`src/pkg/gect_regs.svh`:
```
// register offsets, field positions and reset values of the gated counter/timer
// assumes a 12-bit byte address on the apb side, one word per register
`ifndef GECT_REGS_SVH
`define GECT_REGS_SVH

`define GECT_CTRL_OFF    12'h000
`define GECT_RELOAD_OFF  12'h004
`define GECT_COUNT_OFF   12'h008
`define GECT_STATUS_OFF  12'h00C
`define GECT_CLR_OFF     12'h010
`define GECT_INTEN_OFF   12'h014

`define GECT_EN_B        0
`define GECT_MODE_B      1
`define GECT_DIR_B       2
`define GECT_RLD_B       3
`define GECT_OUTEN_B     4
`define GECT_SRC_B       5
`define GECT_EDGE_LO     6
`define GECT_EDGE_HI     7
`define GECT_TRST_B      8

`define GECT_CNT_W       16
`define GECT_CNT_MAX     16'hFFFF
`define GECT_CNT_ZERO    16'h0000
`define GECT_RELOAD_RST  16'hFFFF

`endif

```
`src/pkg/gect_pkg.sv`:
```
// types of the gated counter/timer
// assumes gect_regs.svh sits on the include path
`include "gect_regs.svh"

package gect_pkg;

  // edge qualifier: bit 0 rising, bit 1 falling
  typedef enum logic [1:0] {
    GECT_EDGE_NONE = 2'h0,
    GECT_EDGE_RISE = 2'h1,
    GECT_EDGE_FALL = 2'h2,
    GECT_EDGE_BOTH = 2'h3
  } gect_edge_t;

  typedef struct packed {
    logic [2:0]             pin_sync;
    logic                   pin_q;
    logic                   prev_q;
    logic                   en;
    logic                   mode;
    logic                   dir;
    logic                   rld;
    logic                   outen;
    logic                   src;
    gect_edge_t             edge_sel;
    logic [`GECT_CNT_W-1:0] cnt;
    logic [`GECT_CNT_W-1:0] reload;
    logic [1:0]             status;
    logic [1:0]             inten;
    logic                   tout;
    logic                   ovf;
    logic                   irq;
    logic                   pready;
    logic                   pslverr;
    logic [31:0]            prdata;
  } gect_state_t;

endpackage

```
`src/gect_timer.sv`:
```
// one 16-bit counter/timer with gate, pulse output and event counting
// assumes an apb master on pclk and a neighbouring timer on the same clock
//
// The implementer's own choices: register access over APB and the placing of the registers.
`timescale 1ns/1ns
`default_nettype none
`include "gect_regs.svh"

// Behaviour
// gate low holds count in timer mode
// direction bit enables gating in timer mode
// timer underflow inverts output pin
// output pin low while enable clear
// event source: pin edge or neighbour overflow
// event mode counts up or down by direction
// edge select picks rising, falling or both
// event underflow reloads or wraps to FFFFh
// event overflow reloads or wraps to 0000h
// event counting only while enabled
// re-enable resumes from held count
// after reset: reload down, zero up
// interrupt on every overflow or underflow
// event mode toggles output when enabled
// timer reset copies reload into counter
// count register reads live counter
// timer start needs enable, plus pin if gated
// timer counts down, interrupts on underflow
// 16-bit counter and reload, wrap limits
module gect_timer
  import gect_pkg::*;
#(
  parameter int CNT_W = `GECT_CNT_W
) (
  input  wire logic        pclk,
  input  wire logic        presetn,
  input  wire logic        psel,
  input  wire logic        penable,
  input  wire logic        pwrite,
  input  wire logic [11:0] paddr,
  input  wire logic [31:0] pwdata,
  output logic [31:0]      prdata,
  output logic             pready,
  output logic             pslverr,
  input  wire logic        timer_input_pin,
  input  wire logic        prev_overflow,
  output logic             timer_output_pin,
  output logic             overflow_out,
  output logic             irq
);
  import gect_pkg::*;

  // ----------------------------------------
  // parameter check
  // ----------------------------------------
  if (CNT_W != `GECT_CNT_W) begin : g_bad_width
    $error("gect_timer supports a 16-bit counter only");
  end

  gect_state_t q;
  gect_state_t nx;
  logic        wr;
  logic        rd_setup;
  logic        pin_rise;
  logic        pin_fall;
  logic        prev_rise;
  logic        prev_fall;
  logic        ev;
  logic        tick;
  logic        up;
  logic        uf;
  logic        of;
  logic        trst;
  logic [1:0]  clr;

  // ----------------------------------------
  // next state
  // ----------------------------------------
  always_comb begin
    nx = q;
    // a write lands at the edge where the master sees pready
    wr = psel & penable & pwrite & q.pready;
    rd_setup = psel & penable & ~q.pready;
    clr = 2'h0;
    trst = 1'b0;
    pin_rise = 1'b0;
    pin_fall = 1'b0;
    // stage 0 feeds stage 1 only; a change counts once stages 1 and 2 agree
    nx.pin_sync = {q.pin_sync[1:0], timer_input_pin};
    if (q.pin_sync[1] == q.pin_sync[2] && q.pin_sync[2] != q.pin_q) begin
      nx.pin_q = q.pin_sync[2];
      pin_rise = q.pin_sync[2];
      pin_fall = ~q.pin_sync[2];
    end
    nx.prev_q = prev_overflow;
    prev_rise = prev_overflow & ~q.prev_q;
    prev_fall = ~prev_overflow & q.prev_q;
    // see R5
    if (q.src) begin
      ev = (prev_rise & q.edge_sel[0]) | (prev_fall & q.edge_sel[1]);
    end else begin
      ev = (pin_rise & q.edge_sel[0]) | (pin_fall & q.edge_sel[1]);
    end
    // see R1 see R2 see R17 see R10
    tick = q.en & (q.mode ? ev : (~q.dir | q.pin_q));
    // see R6
    up = q.mode & q.dir;

    uf = tick & ~up & (q.cnt == `GECT_CNT_ZERO);
    of = tick & up & (q.cnt == `GECT_CNT_MAX);
    if (uf) begin
      nx.cnt = q.rld ? q.reload : `GECT_CNT_MAX;
    end else if (of) begin
      nx.cnt = q.rld ? q.reload : `GECT_CNT_ZERO;
    end else if (tick) begin
      nx.cnt = up ? q.cnt + 16'h0001 : q.cnt - 16'h0001;
    end
    nx.ovf = uf | of;
    if ((uf | of) & (~q.mode | q.outen)) begin
      nx.tout = ~q.tout; // see R3
    end
    // ----------------------------------------
    // register writes
    // ----------------------------------------
    if (wr) begin
      unique case (paddr)
        `GECT_CTRL_OFF: begin
          nx.en       = pwdata[`GECT_EN_B];
          nx.mode     = pwdata[`GECT_MODE_B];
          nx.dir      = pwdata[`GECT_DIR_B];
          nx.rld      = pwdata[`GECT_RLD_B];
          nx.outen    = pwdata[`GECT_OUTEN_B];
          nx.src      = pwdata[`GECT_SRC_B];
          nx.edge_sel = gect_edge_t'(pwdata[`GECT_EDGE_HI:`GECT_EDGE_LO]);
          trst        = pwdata[`GECT_TRST_B];
        end
        `GECT_RELOAD_OFF: nx.reload = pwdata[15:0];
        `GECT_CLR_OFF:    clr = pwdata[1:0];
        `GECT_INTEN_OFF:  nx.inten = pwdata[1:0];
        default: begin
        end
      endcase
    end
    // reset strobe wins over a count in the same cycle
    if (trst) begin
      nx.cnt = (nx.mode & nx.dir) ? `GECT_CNT_ZERO : q.reload; // see R12
    end
    if (!nx.en) begin
      nx.tout = 1'b0;
    end
    // set wins over clear
    nx.status = (q.status & ~clr) | {of, uf}; // see R13
    nx.irq = |(nx.status & nx.inten);
    // ----------------------------------------
    // apb answer: one wait state, unmapped flags pslverr
    // ----------------------------------------
    nx.pready = rd_setup;
    nx.pslverr = 1'b0;
    nx.prdata = 32'h0000_0000;
    if (rd_setup) begin
      unique case (paddr)
        `GECT_CTRL_OFF: begin
          nx.prdata[`GECT_EN_B]    = q.en;
          nx.prdata[`GECT_MODE_B]  = q.mode;
          nx.prdata[`GECT_DIR_B]   = q.dir;
          nx.prdata[`GECT_RLD_B]   = q.rld;
          nx.prdata[`GECT_OUTEN_B] = q.outen;
          nx.prdata[`GECT_SRC_B]   = q.src;
          nx.prdata[`GECT_EDGE_HI:`GECT_EDGE_LO] = q.edge_sel;
        end
        `GECT_RELOAD_OFF: nx.prdata[15:0] = q.reload;
        `GECT_COUNT_OFF:  nx.prdata[15:0] = q.cnt;
        `GECT_STATUS_OFF: nx.prdata[1:0] = q.status;
        `GECT_CLR_OFF:    nx.prdata = 32'h0000_0000;
        `GECT_INTEN_OFF:  nx.prdata[1:0] = q.inten;
        default:          nx.pslverr = 1'b1;
      endcase
    end
  end

  // ----------------------------------------
  // state register
  // ----------------------------------------
  always_ff @(posedge pclk or negedge presetn) begin
    if (!presetn) begin
      q          <= '0;
      q.reload   <= `GECT_RELOAD_RST;
    end else begin
      q <= nx;
    end
  end

  assign prdata           = q.prdata;
  assign pready           = q.pready;
  assign pslverr          = q.pslverr;
  assign timer_output_pin = q.tout;
  assign overflow_out     = q.ovf;
  assign irq              = q.irq;
endmodule
`default_nettype wire

```
`config.mk`:
```
export PLATFORM = sky130hd
export DESIGN_NAME = gect_timer
export DESIGN_NICKNAME = d
export VERILOG_FILES = /design/src/pkg/gect_pkg.sv /design/src/gect_timer.sv
export VERILOG_INCLUDE_DIRS = /design/src /design/src/pkg
export SDC_FILE = /design/constraint.sdc
export NUM_CORES = 1
export LEC_CHECK = 0
export BUFFER_PORTS_ARGS = -buffer_cell sky130_fd_sc_hd__buf_2
export CORE_UTILIZATION = 45
export CTS_BUF_LIST = sky130_fd_sc_hd__clkbuf_16
export DETAILED_ROUTE_END_ITERATION = 8
export HOLD_SLACK_MARGIN = 0.15
export PLACE_DENSITY_LB_ADDON = 0.1
export SLEW_MARGIN = 20
export SYNTH_ARGS = -nofsm -noshare
export SYNTH_HDL_FRONTEND = slang
export SYNTH_SLANG_ARGS = --single-unit
```
`constraint.sdc`:
```
create_clock -name pclk -period 6 [get_ports pclk]
set_input_delay 0.3 -clock pclk [delete_from_list [all_inputs] [get_ports pclk]]
set_output_delay 0.3 -clock pclk [all_outputs]
set_load 0.005 [all_outputs]
```
==> results of run 1 <==
-- worst paths after layout --
path | start | endpoint | slack (ns) | cells after the start
setup / recovery | q[79] | q[71] | 3.05 | 10
hold / removal | presetn | nx[84] | 0.16 | 2
setup reg to reg | q[79] | q[71] | 3.05 | 10
hold reg to reg | nx[84] | nx[85] | 0.35 | 0
max in group asynchronous | presetn | prdata[10] | 5.26 | 2
min in group pclk | pwdata[4] | q[76] | 0.19 | 3
-- timing repair --
action,in CTS,in global routing
hold endpoints to repair,2,0
hold buffers,2,0
resized for setup,0,0
-- flip-flops by register name, summed over array words and instances, names as in the netlist --
signal and count:
prdata 16, pready 1, irq 1, overflow_out 1, timer_output_pin 1, nx 2, pslverr 1, q 47
-- power by group through the flow --
stage | registers, W | clock network, W | logic [W]
2_1_floorplan | 0.000487 | 0 | 0.0000374
3_3_place_gp | 0.000487 | 0 | 0.0000595
3_5_place_dp | 0.000488 | 0 | 0.0000603
4_1_cts | 0.000479 | 0.000575 | 0.0000615
5_1_grt | 0.000480 | 0.000594 | 0.0000688
6_report | 0.000480 | 0.000566 | 0.0000607
-- cells in the final DEF, fill, tap and decap left out, drive strengths merged, types with 4 or more instances in the layout --
| cell type | Yosys | final |
|---|---|---|
| buf | 40 | 57 |
| dfrtp | 54 | 54 |
| nor2 | 49 | 49 |
| nand2 | 35 | 35 |
| a21oi | 30 | 30 |
| o21ai | 24 | 24 |
| mux2 | 23 | 23 |
| nor3 | 19 | 19 |
| inv | 15 | 17 |
| ha | 16 | 16 |
| conb | 1 | 16 |
| dfstp | 16 | 16 |
| a22oi | 12 | 12 |
| mux2i | 9 | 9 |
| clkbuf | 7 | 9 |
| and3 | 9 | 9 |
| nand3 | 7 | 7 |
| xnor2 | 7 | 7 |
| nand4 | 7 | 7 |
| a21o | 6 | 6 |
| o22ai | 6 | 6 |
| a211oi | 6 | 6 |
| nor4 | 6 | 6 |
| o211ai | 5 | 5 |
| nand2b | 4 | 4 |
| nor2b | 4 | 4 |
| o21a | 4 | 4 |
| o221ai | 4 | 4 |
| a31oi | 4 | 4 |
| xor2 | 4 | 4 |
| nor3b | 4 | 4 |
-- area by class of cell --
cell class                      count  share of cell area, %
Inverter                           15                   1.13
Tap cell                          129                   3.24
Clock inverter                      7                   1.78
Multi-Input combinational cell    352                   47.5
Sequential cell                    70                   35.6
Timing Repair Buffer               59                   6.23
Clock buffer                        9                   4.52
-- per-stage QoR --
step | instance area, um2 | std cells | total power, W | utilization (%) | setup slack (ns)
2_1_floorplan | 4510 | 484 | 0.000524 | - | 3.51
3_3_place_gp | 4650 | 623 | 0.000547 | 49.4 | 3.11
3_5_place_dp | 4650 | 623 | 0.000548 | 49.4 | 3.07
4_1_cts | 4980 | 641 | 0.00112 | 52.9 | 3.05
5_1_grt | 4980 | 641 | 0.00114 | 52.9 | 2.77
6_report | 4980 | 641 | 0.00111 | 52.9 | 3.05
-- logic make-up (layout without fill, tap and decap cells) --
family / Yosys count / after routing / synth area share (%)
AND/OR/NAND/NOR: 157 / 157 / 18.2
AO/OA/AOI/OAI: 118 / 118 / 18.3
flip-flops: 70 / 70 / 39.8
buffers and inverters: 62 / 90 / 8.35
multiplexers: 32 / 32 / 7.85
adder cells (fa/ha/maj): 18 / 18 / 5.17
XOR/XNOR: 11 / 11 / 2.17
other: 1 / 16 / 0.0843
-- layer usage --
| metal | vias to the layer above | track usage, % |
|---|---|---|
| li1 | 1747 | - |
| met1 | 1782 | 32.5 |
| met2 | 123 | 36.3 |
| met3 | 12 | 4.14 |
| met4 | 0 | 8.25 |
| met5 | - | 0 |
==> key figures, run 1 <==
Routing
  • Via count: 3664
  • Number of nets still failing antenna checks after routing: 0
  • Met1 Routed Length: 5.39 mm
  • Violation count after the first detailed-routing iteration: 194
  • Number of design rule violations left after detail routing: 0
  • Routed length on met2: 4.99 mm
  • Routed wire per std cell: 17.3 um
  • Uppermost layer routed: met4
  • Routed length on met3: 578 um
  • Routed wire length: 11.1 mm
  • Number of iterations in the first detailed-routing pass: 4
  • Average vias per placed instance: 5.72

Floorplanning
  • Overall die height: 101 um
  • Total number of placement rows: 35
  • Core Box Area: 9420 um2
  • Initial Util: 47.3%
  • Count of boundary I/O pins: 88
  • Area of the die: 10300 um2
  • Die Span X: 101 um

Yosys
  • Flip-flop and latch count after synthesis: 70
  • Most area-consuming cells after synthesis: sky130_fd_sc_hd__dfrtp_1 30%, sky130_fd_sc_hd__dfstp_2 9.4%, sky130_fd_sc_hd__buf_4 5.6%, sky130_fd_sc_hd__mux2_2 5.6%, sky130_fd_sc_hd__ha_1 4.5%
  • Top flip-flop cell by instance count after synthesis: sky130_fd_sc_hd__dfrtp_1
  • Cell types with the highest counts after synthesis: 54 x sky130_fd_sc_hd__dfrtp_1, 49 x sky130_fd_sc_hd__nor2_1, 33 x sky130_fd_sc_hd__buf_4
  • Share of synthesized flip-flops with an asynchronous set or reset: 100%
  • Most used standard cell by instance count after synthesis: sky130_fd_sc_hd__dfrtp_1
  • Cell area after synthesis: 4450 um2
  • Post-synth EDFFs: 0
  • Syn avg cell area: 9.49 um2
  • Number of distinct library cells after synthesis: 68
  • Leading area contributor after synthesis: sky130_fd_sc_hd__dfrtp_1
  • Register area share after synthesis: 39.8%
  • Count of mapped cells out of synthesis: 469
  • Share of the synthesized area in the top cell type: 30.4%
  • Count of yosys warnings during synthesis: 0

Clock network
  • CTS H-tree lvls: 3
  • TritonCTS clock tree: built
  • Root Buffer: sky130_fd_sc_hd__clkbuf_16
  • Buffer depth of the longest clock path: 2
  • Clock insertion delay at the later pin of the skew report: 0.33 ns
  • CTS sink count: 70
  • Number of buffers inserted during clock tree synthesis: 9
  • Clock-pin transition on the worst setup and hold timing paths: 0.06 ns
  • Post-CTS Repair Setup Buffers: 0

Power and ir drop
  • Switching share of power: 22.1%
  • VDD IR max: 0.128 mV
  • Power density relative to cell area: 222 nW/um2
  • Combinational Power Share: 5.5%
  • Static leakage: 2.36 nW
  • Clk network pwr share: 51.2%
  • Part of the power in registers: 43.3%
  • Switching pwr: 0.000245 W
  • Internal Power: 0.000861 W

Placement
  • Count of port buffers added during placement: 55
  • Routability cong.: 0.867
  • Detailed Place HPWL: 8.28 mm

Layout
  • Number of nets at the end of the flow: 575
  • Combined area of the multi-input logic cells: 2370 um2
  • Ratio of cells with drive above 1 in the final layout: 25.4%
  • Number of fill cells: 896
  • Syn-to-layout area delta: 12.0%
  • Area taken by flip-flops and latches: 1770 um2
  • Final antenna diode count: 0

Timing
  • Setup-failing EPs final: 0
  • Max_slew headroom: 36.4%
  • Number of slew-limit violations in the final report: 0
  • Maximum clock frequency: 0.339 GHz
  • Setup Total Neg Slack: 0 ns
  • Clock tree skew after final layout: 0.0112 ns
  • Worst slack on hold paths: 0.161 ns
  • Setup repair after global routing missed its margin: no
  • Worst Max-Slew Pin Slew: 0.950 ns
  • Final worst path period need: 2.95 ns
  • Fin crit share: 49.2%
  • Final Hold Violating Endpoints: 0

Global routing
  • Total global-route track usage: 23.3%
  • Number of antenna violations at the first check in global routing: 0
  • Vias in the first global route: 3395
  • Pin count of the biggest net entering global routing: 71
  • Wire length of the first global-routing pass: 18.1 mm
  • Grt total ovfl: 0

Critical path
  • Cell with the biggest individual delay on the critical path: sky130_fd_sc_hd__dfrtp_1
  • Critical path buffer and inverter count: 1
  • Arrival @ worst endpoint: 3.21 ns
  • Critical path startpoint category: flip-flop
  • Maximum net fanout on the critical path: 20
  • Critical Setup Path Class: flip-flop to flip-flop
  • Nature of the critical path endpoint: flip-flop
  • Cell class contributing the biggest share of worst-path delay: simple AND/OR/NAND/NOR gates
  • Data required time at the worst endpoint: 6.26 ns
  • Largest stage delay on the critical path: 0.46 ns
  • Critical-path cell list: nand2_2 > inv_1 > fa_1 > nand2b_1 > a21o_1 > a211oi_2 > o21a_1 > nor3_1 > or3b_1 > a21oi_1

Run status
  • Run status: finished, final reports clean

Min path
  • Hold WC Path Type: primary input to async pin

Run
  • Max Cap Viol: 0
Power figures use the tool's default switching activity.
==> run 2: changes to the inputs <==
==> constraint.sdc (replaced) <==
create_clock -name pclk -period 2.82 [get_ports pclk]
set_input_delay 0.141 -clock pclk [delete_from_list [all_inputs] [get_ports pclk]]
set_output_delay 0.141 -clock pclk [all_outputs]
set_load 0.005 [all_outputs]
==> key figures, run 2 (synthesis gave the netlist of run 1 again) <==
Layout
  • Post-layout utilization of the core: 55.3% (+2.4 points)
  • Number of nets at the end of the flow: 603 (+4.9%)
  • Combined area of the multi-input logic cells: 2370 um2 (+0.21%)
  • Number of fill cells: 877 (-2.1%)
  • Syn-to-layout area delta: 17.0%
  • Leading cell type in the layout, fill and taps excluded: sky130_fd_sc_hd__buf_2
  • Ratio of cells with drive above 1 in the final layout: 26.1% (+0.72 points)
  • Max reg flops: 47 (unchanged)
  • Area taken by flip-flops and latches: 1770 um2 (unchanged)
  • Final antenna diode count: 0 (unchanged)
  • Post-Layout Cell Count: 669 (+4.4%)
  • Largest register by flop count: q
  • Highest-count cells in the layout ignoring fill and taps: 55 x sky130_fd_sc_hd__buf_2, 54 x sky130_fd_sc_hd__dfrtp_1, 49 x sky130_fd_sc_hd__nor2_1, 32 x sky130_fd_sc_hd__nand2_1, 29 x sky130_fd_sc_hd__a21oi_1

Critical path
  • Nature of the critical path endpoint: flip-flop
  • Critical R2R Capture: q[68]
  • Depth of the worst register-to-register path: 9 (-1)
  • Critical R2R Launch: q[78]
  • Critical Setup Path Class: flip-flop to flip-flop
  • Arrival @ worst endpoint: 2.86 ns (-0.35 ns)
  • Setup slack of the worst register-to-register path: 0.22 ns (-2.83 ns)
  • Critical path startpoint category: flip-flop
  • Data required time at the worst endpoint: 3.07 ns (-3.19 ns)
  • Maximum net fanout on the critical path: 11 (-45%)

Clock network
  • CTS sink count: 70 (unchanged)
  • Number of buffers inserted during clock tree synthesis: 9 (unchanged)
  • Post-CTS Repair Setup Buffers: 0 (unchanged)
  • TritonCTS clock tree: built
  • CTS H-tree lvls: 3 (unchanged)
  • Root Buffer: sky130_fd_sc_hd__clkbuf_16
  • Clock-pin transition on the worst setup and hold timing paths: 0.06 ns (about the same)
  • Buffer depth of the longest clock path: 2 (unchanged)
  • Clock insertion delay at the later pin of the skew report: 0.33 ns (about the same)

Floorplanning
  • Core Box Area: 9420 um2 (unchanged)
  • Initial Util: 47.3% (unchanged)
  • Total number of placement rows: 35 (unchanged)
  • Die Span X: 101 um (unchanged)
  • Overall die height: 101 um (unchanged)
  • Area of the die: 10300 um2 (unchanged)
  • Count of boundary I/O pins: 88 (unchanged)

Run status
  • Run status: finished, final reports clean

Routing
  • Number of design rule violations left after detail routing: 0 (unchanged)
  • Violation count after the first detailed-routing iteration: 227 (+17%)
  • Routed wire per std cell: 17.3 um (-0.42%)
  • Average vias per placed instance: 5.61 (-1.9%)
  • Routed wire length: 11.5 mm (+3.9%)
  • Via count: 3753 (+2.4%)
  • Number of iterations in the first detailed-routing pass: 5 (+1)
  • Number of nets still failing antenna checks after routing: 0 (unchanged)

Timing
  • Setup ws final: 0.218 ns (-2.83 ns)
  • Worst slack on hold paths: 0.312 ns (+0.150 ns)
  • Fin crit share: 92.3% (+43 points)
  • Final worst path period need: 2.60 ns (-0.347 ns)
  • Setup-failing EPs final: 0 (unchanged)
  • Clock tree skew after final layout: 0.00986 ns (-0.00138 ns)
  • Final Hold Violating Endpoints: 0 (unchanged)
  • Number of slew-limit violations in the final report: 0 (unchanged)
  • Worst Max-Slew Pin Slew: 0.774 ns (-0.176 ns)
  • Max_slew headroom: 48.3% (+12 points)
  • Maximum clock frequency: 0.384 GHz (+13%)
  • Setup Total Neg Slack: 0 ns (unchanged)
  • Setup repair after global routing missed its margin: no

Placement
  • Routability cong.: 0.911 (+5.0%)
  • Count of port buffers added during placement: 55 (unchanged)
  • Worst slack at placement: 0.192 ns (-2.88 ns)
  • Number of instances in the placed design: 632 (+1.4%)
  • Detailed Place HPWL: 8.57 mm (+3.5%)

Min path
  • Hold WC Path Type: primary input to async pin

Global routing
  • Number of antenna violations at the first check in global routing: 0 (unchanged)
  • Pin count of the biggest net entering global routing: 31 (-56%)
  • Wire length of the first global-routing pass: 18.9 mm (+4.6%)
  • Vias in the first global route: 3716 (+9.5%)
  • Total global-route track usage: 24.0% (+0.76 points)
  • Grt total ovfl: 0 (unchanged)

Run
  • Max Cap Viol: 0 (unchanged)

Power and ir drop
  • Power density relative to cell area: 427 nW/um2 (+92%)
  • Static leakage: 2.47 nW (+4.7%)
  • Internal Power: 0.00168 W (+95%)
  • Part of the power in registers: 45.9% (+2.6 points)
  • VDD IR max: 0.257 mV (+100%)
  • Clk network pwr share: 47.2% (-4.0 points)
  • Combinational Power Share: 6.9% (+1.4 points)
  • Switching share of power: 24.6% (+2.4 points)
  • Switching pwr: 0.000546 W (+120%)
==> run 2: repair_timing <==
action | 4_1_cts | 5_1_grt
endpoints found under the hold margin | 47 | 0
hold buffers | 21 | 0
gates resized for setup | 0 | 1
endpoints found under the setup margin | 0 | 3
==> run 2: stage by stage <==
| stage | instance area [um2] | power (W) |
|---|---|---|
| 2_1_floorplan | 4510 | 0.00112 |
| 3_3_place_gp | 4720 | 0.00116 |
| 3_5_place_dp | 4720 | 0.00117 |
| 4_1_cts | 5200 | 0.00224 |
| 5_1_grt | 5200 | 0.00231 |
| 6_report | 5200 | 0.00222 |
==> run 2: metal layers <==
layer	vias up	track usage (%)	wire length, um
li1	1788	-	-
met1	1802	33.1	5470
met2	149	38.8	5250
met3	14	4.97	674
met4	0	5.91	151
met5	-	0	0
==> run 2: critical path, cell delays in order (launching register included) <==
cell and delay, ns:
sky130_fd_sc_hd__dfrtp_1 0.44, sky130_fd_sc_hd__nand2_4 0.14, sky130_fd_sc_hd__ha_1 0.39, sky130_fd_sc_hd__a21oi_1 0.21, sky130_fd_sc_hd__o221ai_1 0.20, sky130_fd_sc_hd__o2111ai_1 0.35
sky130_fd_sc_hd__nand3b_1 0.14, sky130_fd_sc_hd__xnor2_1 0.14, sky130_fd_sc_hd__or3_1 0.33, sky130_fd_sc_hd__a31oi_1 0.17
==> run 2: final cells by class <==
| type | count | share of cell area [%] |
|---|---|---|
| Multi-Input combinational cell | 352 | 45.6 |
| Sequential cell | 70 | 34.0 |
| Timing Repair Buffer | 87 | 10.9 |
| Clock buffer | 9 | 4.33 |
| Tap cell | 129 | 3.10 |
| Inverter | 15 | 1.08 |
| Clock inverter | 7 | 0.938 |
==> run 2: power by group through the flow <==
stage / logic (W) / clock network, W / registers [W]
after floorplan: 0.0000796 / 0 / 0.00104
after detailed placement: 0.000131 / 0 / 0.00104
after CTS: 0.000154 / 0.00107 / 0.00102
final: 0.000153 / 0.00105 / 0.00102
after global routing: 0.000172 / 0.00112 / 0.00102
after global placement: 0.000128 / 0 / 0.00104
==> run 2: worst max-delay path by stage <==
stage | startpoint | end | slack (ns) | depth (start not counted)
2_1_floorplan | q[79] | q[71] | 0.33 | 10
3_3_place_gp | q[78] | q[71] | 0.22 | 10
3_5_place_dp | q[78] | q[71] | 0.19 | 10
4_1_cts | q[78] | q[69] | 0.15 | 10
5_1_grt | q[78] | q[69] | 0.02 | 10
6_report | q[78] | q[68] | 0.22 | 9
==> run 3: changes to the inputs <==
--- a/config.mk
+++ b/config.mk
@@ -7,7 +7,9 @@
 export NUM_CORES = 1
 export LEC_CHECK = 0
 export BUFFER_PORTS_ARGS = -buffer_cell sky130_fd_sc_hd__buf_2
-export CORE_UTILIZATION = 45
+export CELL_PAD_IN_SITES_DETAIL_PLACEMENT = 0
+export CELL_PAD_IN_SITES_GLOBAL_PLACEMENT = 1
+export CORE_UTILIZATION = 42
 export CTS_BUF_LIST = sky130_fd_sc_hd__clkbuf_16
 export DETAILED_ROUTE_END_ITERATION = 8
 export HOLD_SLACK_MARGIN = 0.15
==> key figures, run 3 (synthesis gave the netlist of run 1 again) <==
Run status
  • Run status: finished, final reports clean

Routing
  • Routed wire length: 11.9 mm (+3.5%)
  • Number of nets still failing antenna checks after routing: 0 (unchanged)
  • Violation count after the first detailed-routing iteration: 280 (+23%)
  • Routed wire per std cell: 17.6 um (+2.1%)
  • Average vias per placed instance: 5.64 (+0.57%)
  • Number of iterations in the first detailed-routing pass: 5 (unchanged)
  • Via count: 3825 (+1.9%)
  • Number of design rule violations left after detail routing: 0 (unchanged)

Run
  • Max Cap Viol: 0 (unchanged)

Global routing
  • Vias in the first global route: 3677 (-1.0%)
  • Wire length of the first global-routing pass: 19.3 mm (+2.3%)
  • Total global-route track usage: 22.8% (-1.2 points)
  • Pin count of the biggest net entering global routing: 40 (+29%)
  • Number of antenna violations at the first check in global routing: 0 (unchanged)
  • Grt total ovfl: 0 (unchanged)

Clock network
  • Clock-pin transition on the worst setup and hold timing paths: 0.06 ns (about the same)
  • TritonCTS clock tree: built
  • CTS sink count: 70 (unchanged)
  • Clock insertion delay at the later pin of the skew report: 0.33 ns (about the same)
  • CTS H-tree lvls: 3 (unchanged)
  • Buffer depth of the longest clock path: 2 (unchanged)
  • Root Buffer: sky130_fd_sc_hd__clkbuf_16
  • Number of buffers inserted during clock tree synthesis: 9 (unchanged)

Critical path
  • Arrival @ worst endpoint: 2.88 ns (+0.02 ns)
  • Start point of the critical path: q[78]
  • Critical Setup Path Class: flip-flop to flip-flop
  • Setup slack of the worst register-to-register path: 0.20 ns (-0.02 ns)
  • Depth of the worst register-to-register path: 10 (+1)
  • Critical path startpoint category: flip-flop
  • Data required time at the worst endpoint: 3.08 ns (about the same)
  • Critical R2R Launch: q[78]
  • Nature of the critical path endpoint: flip-flop
  • Maximum net fanout on the critical path: 10 (-1)
  • Critical R2R Capture: q[71]

Layout
  • Number of nets at the end of the flow: 605 (+0.33%)
  • Post-layout utilization of the core: 51.3% (-4.0 points)
  • Leading cell type in the layout, fill and taps excluded: sky130_fd_sc_hd__buf_2
  • Max reg flops: 47 (unchanged)
  • Cell area after layout: 5270 um2 (+1.2%)
  • Ratio of cells with drive above 1 in the final layout: 26.4% (+0.27 points)
  • Largest register by flop count: q
  • Syn-to-layout area delta: 18.4%
  • Final antenna diode count: 0 (unchanged)
  • Highest-count cells in the layout ignoring fill and taps: 55 x sky130_fd_sc_hd__buf_2, 54 x sky130_fd_sc_hd__dfrtp_1, 49 x sky130_fd_sc_hd__nor2_1, 32 x sky130_fd_sc_hd__nand2_1, 29 x sky130_fd_sc_hd__a21oi_1
  • Post-Layout Cell Count: 678 (+1.3%)

Min path
  • Terminating pin of the worst hold path: pslverr
  • Cells on Worst Hold Path: 4
  • Origin of the worst min-delay path: paddr[10]
  • Hold WC Path Type: primary input to flip-flop

Timing
  • Max_slew headroom: 50.6% (+2.3 points)
  • Final worst path period need: 2.62 ns (+0.0151 ns)
  • Final Hold Violating Endpoints: 0 (unchanged)
  • Fin crit share: 92.8% (+0.54 points)
  • Clock tree skew after final layout: 0.00491 ns (-0.00495 ns)
  • Number of slew-limit violations in the final report: 0 (unchanged)
  • Maximum clock frequency: 0.382 GHz (-0.58%)
  • Setup-failing EPs final: 0 (unchanged)
  • Setup Total Neg Slack: 0 ns (unchanged)
  • Worst Max-Slew Pin Slew: 0.742 ns (-0.0327 ns)
  • Setup repair after global routing missed its margin: no

Floorplanning
  • Total number of placement rows: 37 (+5.7%)
  • Initial Util: 43.3% (-4.0 points)
  • Area of the die: 11000 um2 (+7.0%)
  • Count of boundary I/O pins: 88 (unchanged)
  • Die Span X: 105 um (+3.4%)
  • Overall die height: 105 um (+3.4%)
  • Core Box Area: 10300 um2 (+9.2%)

Power and ir drop
  • Power density relative to cell area: 442 nW/um2 (+3.5%)
  • Static leakage: 2.49 nW (+0.98%)
  • Total Power Consumption: 0.00233 W (+4.8%)
  • VDD IR max: 0.215 mV (-16%)

Placement
  • Count of port buffers added during placement: 55 (unchanged)
  • Number of instances in the placed design: 641 (+1.4%)
  • Routability cong.: 0.866 (-4.9%)
  • Placed standard-cell area: 4750 um2 (+0.77%)
  • Detailed Place HPWL: 8.74 mm (+2.0%)
## run 3: power by group
group	switching (W)	internal (W)	leakage (nW)
clock network	0.000466	0.000688	0.146
logic	0.0000847	0.0000697	1.45
registers	0.00000725	0.00101	0.897
## run 3: metal layers
layer / GRT usage [%] / part of all wire [%] / vias up
met1: 31.4 / 47 / 1832
met4: 8.25 / 3.1 / 0
li1: - / - / 1801
met2: 35.6 / 44 / 160
met5: 0 / 0 / -
met3: 4.55 / 6.3 / 32
## run 3: final cells by class
type                            instances  area [um2]
Fill cell                             988        5010
Multi-Input combinational cell        352        2380
Sequential cell                        70        1770
Timing Repair Buffer                   89         596
Clock buffer                            9         225
Tap cell                              136         170
Clock inverter                          7        73.8
Inverter                               15        56.3
## run 3: repair_timing
action	4_1_cts	5_1_grt
endpoints found under the hold margin	51	0
endpoints found under the setup margin	0	1
buffers inserted	0	0
resized for setup	0	1
hold buffers	21	0
## run 3: metrics by stage
| step | hold WS (ns) | setup WS, ns |
|---|---|---|
| 2_1_floorplan | -0.155 | 0.334 |
| 3_3_place_gp | 0.232 | 0.203 |
| 3_5_place_dp | 0.248 | 0.191 |
| 4_1_cts | 0.328 | 0.171 |
| 5_1_grt | 0.364 | 0.0249 |
| 6_report | 0.320 | 0.203 |
## run 3: how the worst max path moves through the flow
| stage | endpoint | slack [ns] | cells past startpoint |
|---|---|---|---|
| 5_1_grt | q[71] | 0.02 | 10 |
| 4_1_cts | q[71] | 0.17 | 10 |
| 3_5_place_dp | q[71] | 0.19 | 10 |
| 6_report | q[71] | 0.20 | 10 |
| 2_1_floorplan | q[71] | 0.33 | 10 |
| 3_3_place_gp | q[71] | 0.20 | 10 |
## run 3: worst max-delay path: stages, from the launching register on
cell	delay, ns
sky130_fd_sc_hd__dfrtp_1	0.42
sky130_fd_sc_hd__nand2_2	0.21
sky130_fd_sc_hd__inv_1	0.08
sky130_fd_sc_hd__fa_1	0.42
sky130_fd_sc_hd__nand2b_1	0.19
sky130_fd_sc_hd__a21o_1	0.21
sky130_fd_sc_hd__a211oi_4	0.27
sky130_fd_sc_hd__o21a_1	0.18
sky130_fd_sc_hd__nor3_1	0.05
sky130_fd_sc_hd__or3b_1	0.38
sky130_fd_sc_hd__a21oi_1	0.14
